--- config.mk ---
export PLATFORM = sky130hd
export DESIGN_NAME = switch_status_spi_response
export DESIGN_NICKNAME = d
export VERILOG_FILES = /design/src/switch_status_pkg.sv /design/src/switch_status_spi_response.sv
export VERILOG_INCLUDE_DIRS = /design/src
export SDC_FILE = /design/constraint.sdc
export NUM_CORES = 1
export LEC_CHECK = 0
export BUFFER_PORTS_ARGS = -buffer_cell sky130_fd_sc_hd__buf_2
export CAP_MARGIN = 20
export CORE_UTILIZATION = 42
export CTS_CLUSTER_SIZE = 25
export DETAILED_ROUTE_END_ITERATION = 8
export PLACE_DENSITY_LB_ADDON = 0.12
export SLEW_MARGIN = 15
export SYNTH_ARGS = -nofsm -noshare
export SYNTH_HDL_FRONTEND = slang
export SYNTH_SLANG_ARGS = --single-unit
--- constraint.sdc ---
create_clock -name sys_clk -period 4.6 [get_ports sys_clk]
set_clock_uncertainty 0.2 [all_clocks]
set_input_delay 0.92 -clock sys_clk [delete_from_list [all_inputs] [get_ports sys_clk]]
set_output_delay 0.92 -clock sys_clk [all_outputs]
set_load 0.05 [all_outputs]
--- src/switch_status_regs.svh ---
// Purpose: bit positions, mode codes and reset values of the switch status word
// Assumes: 16-bit word, bit 15 leaves first on the serial output
// Notes: word bits here are 0-based, one below the printed 1..16 numbering
`ifndef SWITCH_STATUS_REGS_SVH
`define SWITCH_STATUS_REGS_SVH

`define RESP_WIDTH 16
`define RESP_MODE_HI 15
`define RESP_MODE_LO 14
`define RESP_STRAP_BIT 13
`define RESP_INT_BIT 12
`define RESP_GND_HI 11
`define RESP_GND_LO 6
`define RESP_PROG_HI 5
`define RESP_PROG_LO 2
`define RESP_BATT_HI 1
`define RESP_BATT_LO 0
`define MODE_CODE_SLEEP 2'h0
`define MODE_CODE_NORMAL 2'h1
`define MODE_CODE_POLL 2'h2
`define MODE_CODE_POLL_TIMER 2'h3
`define RESP_RESET_VALUE 16'h0000
`define SYNC_IDLE_VALUE 16'hC000
`define FRAME_SHIFTS 5'h10
`define TRI_ENABLE_RESET 12'h000

`endif

--- src/switch_status_pkg.sv ---
// Purpose: types shared by the switch status response logic
// Assumes: mode codes live in switch_status_regs.svh
// Notes: none
package switch_status_pkg;
   typedef enum logic [1:0] {
      MODE_SLEEP,
      MODE_NORMAL,
      MODE_POLL,
      MODE_POLL_TIMER
   } op_mode_e;
endpackage

--- src/switch_status_spi_response.sv ---
// Purpose: builds and shifts out the 16-bit switch status word on every serial transfer
// Assumes: command decoding lives elsewhere and hands over run and tri-state commands on sys_clk
// Notes: serial pins, strap, reset pin and switch levels are sampled by sys_clk through two flops
//
// Summary of operation
// word bits 16:15 give mode: 01 normal, 10 polling, 11 polling with timer.
// in reset or sleep bits 16:15 are 00; other bits carry nothing defined.
// host ignores the word returned during the command that leaves sleep.
// bit 14 copies the master/slave strap pin level.
// strap bit 0 means slave, 1 means master.
// bit 13 is always the inverse of the active-low interrupt output.
// bit 13 set means this chip raised the interrupt; don't-care in polling.
// bit 13 stays set while this chip's interrupt is pending and uncleared.
// bits 12:1 hold ground 6..1, programmable 4..1, battery 2..1; 1 means closed.
// input states are captured when chip select falls and shifted for that transfer.
// a tri-stated input has wetting and sustain currents turned off.
// every tri-stated input reports 0 in its switch flag on every exchange.
// reset low clears registers and forces sleep until a serial command arrives.
`timescale 1ns/1ps
`include "switch_status_regs.svh"

module switch_status_spi_response
   import switch_status_pkg::*;
(
   // system
   input wire logic sys_clk,
   input wire logic rst,
   // device pins
   input wire logic hard_reset_n,
   input wire logic master_slave_strap,
   output logic interrupt_out_n,
   // serial link from the host
   input wire logic chip_select_n,
   input wire logic spi_sclk,
   output logic spi_so,
   output logic spi_so_oe,
   // switch comparator levels, 1 = closed
   input wire logic [5:0] ground_switch_in,
   input wire logic [3:0] programmable_switch_in,
   input wire logic [1:0] battery_switch_in,
   // from the command decoder, sys_clk domain
   input wire logic run_cmd_valid,
   input wire logic [1:0] run_cmd_mode,
   input wire logic tri_cmd_valid,
   input wire logic [11:0] tri_cmd_enable,
   input wire logic irq_pending,
   // to the input current sources
   output logic [11:0] input_current_en,
   output logic [1:0] mode_code
);

   // two-flop synchronisers, stage one read only by stage two
   logic [15:0] sync1_q;
   logic [15:0] sync2_q;
   logic [4:0] shift_cnt_q;
   logic cs_prev_q;
   logic sclk_prev_q;
   op_mode_e mode_q;
   logic [11:0] tri_en_q;
   logic [`RESP_WIDTH-1:0] shreg_q;
   logic [`RESP_WIDTH-1:0] word_d;
   logic [11:0] sw_masked;
   logic hard_rst_s;
   logic strap_s;
   logic cs_s;
   logic sclk_s;
   logic [11:0] sw_s;
   logic cs_fall;
   logic sclk_rise;

   // pins reset to their idle levels: pin reset released, deselected, serial clock low
   always_ff @(posedge sys_clk or posedge rst) begin
      if (rst) begin
         sync1_q <= `SYNC_IDLE_VALUE;
         sync2_q <= `SYNC_IDLE_VALUE;
      end else begin
         sync1_q <= {hard_reset_n, chip_select_n, spi_sclk, master_slave_strap, ground_switch_in,
                     programmable_switch_in, battery_switch_in};
         sync2_q <= sync1_q;
      end
   end

   // a pin edge is seen two cycles late, so each serial clock phase must last longer
   assign hard_rst_s = sync2_q[15];
   assign cs_s = sync2_q[14];
   assign sclk_s = sync2_q[13];
   assign strap_s = sync2_q[12];
   assign sw_s = sync2_q[11:0];

   // edge detectors look at stage two only
   always_ff @(posedge sys_clk or posedge rst) begin
      if (rst) begin
         cs_prev_q <= 1'b1;
      end else begin
         cs_prev_q <= cs_s;
      end
   end

   always_ff @(posedge sys_clk or posedge rst) begin
      if (rst) begin
         sclk_prev_q <= 1'b0;
      end else begin
         sclk_prev_q <= sclk_s;
      end
   end

   assign cs_fall = cs_prev_q & ~cs_s;
   assign sclk_rise = ~sclk_prev_q & sclk_s & ~cs_s;

   // operating mode; the pin reset outranks a command in the same cycle
   always_ff @(posedge sys_clk or posedge rst) begin
      if (rst) begin
         mode_q <= MODE_SLEEP;
      end else if (!hard_rst_s) begin
         mode_q <= MODE_SLEEP;
      end else if (run_cmd_valid) begin
         case (run_cmd_mode)
            `MODE_CODE_NORMAL: mode_q <= MODE_NORMAL;
            `MODE_CODE_POLL: mode_q <= MODE_POLL;
            `MODE_CODE_POLL_TIMER: mode_q <= MODE_POLL_TIMER;
            // code 00 puts the block back to sleep
            default: mode_q <= MODE_SLEEP;
         endcase
      end
   end

   // tri-state enables, all inputs disabled after reset
   always_ff @(posedge sys_clk or posedge rst) begin
      if (rst) begin
         tri_en_q <= `TRI_ENABLE_RESET;
      end else if (!hard_rst_s) begin
         tri_en_q <= `TRI_ENABLE_RESET;
      end else if (tri_cmd_valid) begin
         tri_en_q <= tri_cmd_enable;
      end
   end

   // sleep keeps the pin quiet so a stale pending flag cannot wake the host
   always_ff @(posedge sys_clk or posedge rst) begin
      if (rst) begin
         interrupt_out_n <= 1'b1;
      end else begin
         interrupt_out_n <= ~(irq_pending && mode_q != MODE_SLEEP);
      end
   end

   always_comb begin
      case (mode_q)
         MODE_NORMAL: mode_code = `MODE_CODE_NORMAL;
         MODE_POLL: mode_code = `MODE_CODE_POLL;
         MODE_POLL_TIMER: mode_code = `MODE_CODE_POLL_TIMER;
         default: mode_code = `MODE_CODE_SLEEP;
      endcase
   end

   // per-input masking of flags and currents
   genvar gi;
   generate
      for (gi = 0; gi < 12; gi = gi + 1) begin : g_input
         assign sw_masked[gi] = sw_s[gi] & tri_en_q[gi];
         assign input_current_en[gi] = tri_en_q[gi] && mode_q != MODE_SLEEP;
      end
   endgenerate

   always_comb begin
      word_d = `RESP_RESET_VALUE;
      if (mode_q != MODE_SLEEP) begin
         word_d[`RESP_MODE_HI:`RESP_MODE_LO] = mode_code;
         word_d[`RESP_STRAP_BIT] = strap_s;
         // polling reports the flag too; the host treats it as don't-care there
         word_d[`RESP_INT_BIT] = ~interrupt_out_n;
         word_d[`RESP_GND_HI:`RESP_BATT_LO] = sw_masked;
      end
   end

   // capture on chip select fall, shift on each rising serial clock
   // zeros fill in behind, so clocks past the sixteenth read zeros
   always_ff @(posedge sys_clk or posedge rst) begin
      if (rst) begin
         shreg_q <= `RESP_RESET_VALUE;
      end else if (cs_fall) begin
         shreg_q <= word_d;
      end else if (sclk_rise) begin
         shreg_q <= {shreg_q[`RESP_WIDTH-2:0], 1'b0};
      end
   end

   // output released whenever chip select is high
   always_ff @(posedge sys_clk or posedge rst) begin
      if (rst) begin
         spi_so <= 1'b0;
      end else begin
         spi_so <= shreg_q[`RESP_WIDTH-1];
      end
   end

   always_ff @(posedge sys_clk or posedge rst) begin
      if (rst) begin
         spi_so_oe <= 1'b0;
      end else begin
         spi_so_oe <= ~cs_s;
      end
   end

   // shifts since select fell, kept for the framing checks
   always_ff @(posedge sys_clk or posedge rst) begin
      if (rst) begin
         shift_cnt_q <= 5'h00;
      end else if (cs_fall) begin
         shift_cnt_q <= 5'h00;
      end else if (sclk_rise && shift_cnt_q != `FRAME_SHIFTS) begin
         shift_cnt_q <= shift_cnt_q + 5'h01;
      end
   end
endmodule

==> flow_summary.toml <==
[outcome]
outcome = "completed"

[critical_path]
cp_launch_type = "register"
cp.required_ns = 3.48
worstSetupEndpointType = "output pin"
arrival_ns = 1.93
path_max_fanout = 27
worst_flop_to_flop_path_endpoint = "shreg_q[1]"
rrSetupSlack_ns = 2.36
worst-r2r-cell-count = 3
critical_path_class = "register to output pin"
worst_r2r_startpoint = "cs_prev_q"

[global_routing]
grt.met2_usage_pct = 25.6
most_congested_layer_reported_by_global_routing = "met2"
grt_pass1_vias = 1532
grt_first_pass_wirelength_um = 7290
initial_antenna_violation_count = 0
globalRouteOverflowTotal = 0
grt_max_degree = 41
met1_usage_pct = 19.2
gr-usage-all-layers_pct = 16.1
gr-usage-met3_pct = 4.23

[logic_synthesis]
yosys.cell_count.top_type = "sky130_fd_sc_hd__dfrtp_1"
synth_top_flop_cell = "sky130_fd_sc_hd__dfrtp_1"
synth.cells.most_frequent = "61 x sky130_fd_sc_hd__dfrtp_1, 26 x sky130_fd_sc_hd__nor2b_1, 15 x sky130_fd_sc_hd__mux2i_1"
synth_edf_count = 0
ys_seq_area_share_pct = 66.7
synth.lib_cells_used.distinct = 24
synth.largest_area_cell = "sky130_fd_sc_hd__dfrtp_1"
ys_seq_elements = 67
synthesis.instances = 176
synth_area_leaders = "sky130_fd_sc_hd__dfrtp_1 60%, sky130_fd_sc_hd__nor2b_1 6.4%, sky130_fd_sc_hd__dfstp_2 6.2%"
async_s_r_ff_share_synth_pct = 100
synth_top_area_share_pct = 60.5
synth.net_count = 211
mappedNetlistArea_mm2 = 0.00252
yosysWarningCount = 0
syn-mean-instance-area_um2 = 14.3

[placed_design]
io_buffers = 51
pre_cts_slack_ns = 1.89
routability_congestion_estimate_from_global_placement = 0.666
placement.cell_area_mm2 = 0.00282
hpwl_after_detailed_placement_um = 2960

[run]
drv_cap = 0

[routing]
drt-pass1-iter-count = 2
number_of_drc_violations_after_detailed_routing_iteration_0 = 73
drc = 0
via_count = 1467
detail_route.wirelength_um = 4500
route.detailed.vias_per_inst = 4.79
ant_nets = 0
wl_per_cell_um = 14.7

[cts]
root_buffer = "sky130_fd_sc_hd__clkbuf_8"
total_of_cells_resized_after_clock_tree_synthesis = 0
postCtsHoldBufs = 0
cts-htree-levels = 3
cts_tree = "built"
max_root_sink_buffers = 2
worst_setup_hold_path_clk_slew_ns = 0.07
post_cts_buffers = 0
cts_sinks = 67
clkLatencyLatePin_ns = 0.34
cts_buffers = 9

[power_and_ir_drop]
total_switching_power_w = 0.000288
power.share.switching_pct = 23.2
pwr-share-comb_pct = 8.5
seq_power_share_pct = 51.6
leakage_nw = 1.58
cell_internal_pwr_w = 0.000956
peakVddDrop_mv = 0.234
clock_power_share_pct = 39.9
power_density_over_cell_area_mw_per_mm2 = 411

[final_layout]
n_antenna_cell = 0
final_net_count = 264
post_route_cells_drive_above_1_share_pct = 37.2
syn2layout_area_growth_pct = 19.9
utilization_pct = 53.6
num-fill-cells = 487
finalInstanceArea_mm2 = 0.00303

[timing]
final_min_period_over_clock_period_pct = 66.4
tns_ns = 0
rsz0062_at_grt = "false"
tightestPinTransition_ns = 0.906
final_hold_vios = 0
period_minus_slack_ns = 3.05
final-setup-viol-count = 0
fmaxAchievable_ghz = 0.327
postLayoutSetupSlackWorst_ns = 1.55
max_slew_margin_pct = 39.6
slew_viol_final = 0

[floorplan]
fp.dieW_um = 79.5
coreArea_mm2 = 0.00564
start_util_pct = 44.7
die-height_um = 79.5
fp.dieArea_mm2 = 0.00632
boundaryPins = 52
floorplan.rows = 27

[hold_path]
hold_class = "register to register"
min_delay_path_depth = 0
hold_path_end = "sync2_q[3]"
hp-start = "sync1_q[3]"
==> layout by cell type, fill, tap and decap left out <==
cell type | synthesis | layout
sky130_fd_sc_hd__dfrtp_1 | 61 | 61
sky130_fd_sc_hd__a41o_1 | 11 | 11
sky130_fd_sc_hd__dfstp_2 | 6 | 6
sky130_fd_sc_hd__a21oi_1 | 2 | 2
sky130_fd_sc_hd__a21oi_2 | 1 | 1
sky130_fd_sc_hd__clkbuf_8 | 0 | 12
sky130_fd_sc_hd__inv_1 | 6 | 5
sky130_fd_sc_hd__nand4_1 | 1 | 1
sky130_fd_sc_hd__nand2b_1 | 1 | 1
sky130_fd_sc_hd__nor4bb_1 | 2 | 2
sky130_fd_sc_hd__a22oi_1 | 2 | 2
sky130_fd_sc_hd__or2_1 | 1 | 1
sky130_fd_sc_hd__and2_1 | 12 | 12
sky130_fd_sc_hd__mux2i_1 | 15 | 15
sky130_fd_sc_hd__bufinv_16 | 0 | 1
sky130_fd_sc_hd__a32o_1 | 1 | 1
sky130_fd_sc_hd__o21ai_0 | 3 | 3
sky130_fd_sc_hd__buf_6 | 3 | 1
sky130_fd_sc_hd__clkbuf_1 | 5 | 2
sky130_fd_sc_hd__nand2_1 | 1 | 1
sky130_fd_sc_hd__a32oi_1 | 1 | 1
sky130_fd_sc_hd__inv_2 | 0 | 1
sky130_fd_sc_hd__clkinv_2 | 0 | 1
sky130_fd_sc_hd__mux2_4 | 1 | 1
sky130_fd_sc_hd__mux2_2 | 11 | 11
sky130_fd_sc_hd__buf_4 | 1 | 1
sky130_fd_sc_hd__buf_2 | 2 | 51
sky130_fd_sc_hd__nor2b_1 | 26 | 26
==> sequential cells by signal, summed over array words and instances (netlist names) <==
register and flops:
sync2_q 16, spi_so_oe 1, cs_prev_q 1, sclk_prev_q 1
interrupt_out_n 1, shreg_q 16, spi_so 1, mode_q 2
sync1_q 16, tri_en_q 12
==> power groups by stage <==
stage | sequential (W) | combinational (W) | clock [W]
CTS | 0.000643 | 0.000109 | 0.000511
detailed placement | 0.000653 | 0.000109 | 0
global placement | 0.000651 | 0.000105 | 0
global route | 0.000646 | 0.000117 | 0.000539
finish | 0.000642 | 0.000106 | 0.000496
floorplan | 0.000654 | 0.0000722 | 0
==> layer usage <==
layer	routed length (µm)	part of all wire, %
met3	198	4.4
met4	83	1.8
met2	2210	49
met5	0	0
met1	2000	45
==> stage by stage <==
step,power (W),instances,hold slack (ns)
6_report,0.00124,306,0.149
5_1_grt,0.00130,306,0.158
4_1_cts,0.00126,306,0.151
3_5_place_dp,0.000762,290,0.135
3_3_place_gp,0.000756,289,0.133
2_1_floorplan,0.000726,176,0.131
==> final cells by class <==
cell class	count	area (µm²)	area share, %
flip-flops and latches	67	1680	55.7
multi-input cells	92	747	24.7
repair buffers	53	274	9.06
clock buffers	14	173	5.71
well taps	72	90.1	2.98
clock inverters	2	35.0	1.16
inverters	6	22.5	0.744
==> critical path, stage by stage, from the launching register on <==
cell,delay (ns)
sky130_fd_sc_hd__dfrtp_1,0.39
sky130_fd_sc_hd__or2_1,0.72
sky130_fd_sc_hd__and2_1,0.23
sky130_fd_sc_hd__buf_2,0.26
==> cells by family (layout without fill, tap and decap cells) <==
| logic type | count (synthesis) | count (layout) | share of synthesized area [%] |
|---|---|---|---|
| AOI/OAI and AO/OA | 21 | 21 | 7.04 |
| muxes | 27 | 27 | 11.5 |
| buffers and inverters | 17 | 75 | 3.67 |
| and+or+nand+nor | 44 | 44 | 11.1 |
| DFF | 67 | 67 | 66.7 |
==> worst max path at each step <==
| stage | from | endpoint | slack, ns | cells after the start |
|---|---|---|---|---|
| after floorplan | rst | mode_q[0] | 1.81 | 1 |
| after CTS | mode_q[1] | input_current_en[8] | 1.51 | 3 |
| after global routing | mode_q[1] | input_current_en[0] | 1.43 | 3 |
| after detailed placement | mode_q[1] | input_current_en[8] | 1.89 | 3 |
| final | mode_q[1] | input_current_en[8] | 1.55 | 3 |
| after global placement | mode_q[0] | input_current_en[8] | 1.93 | 3 |
Note: power is estimated with default switching activity, not from simulation.
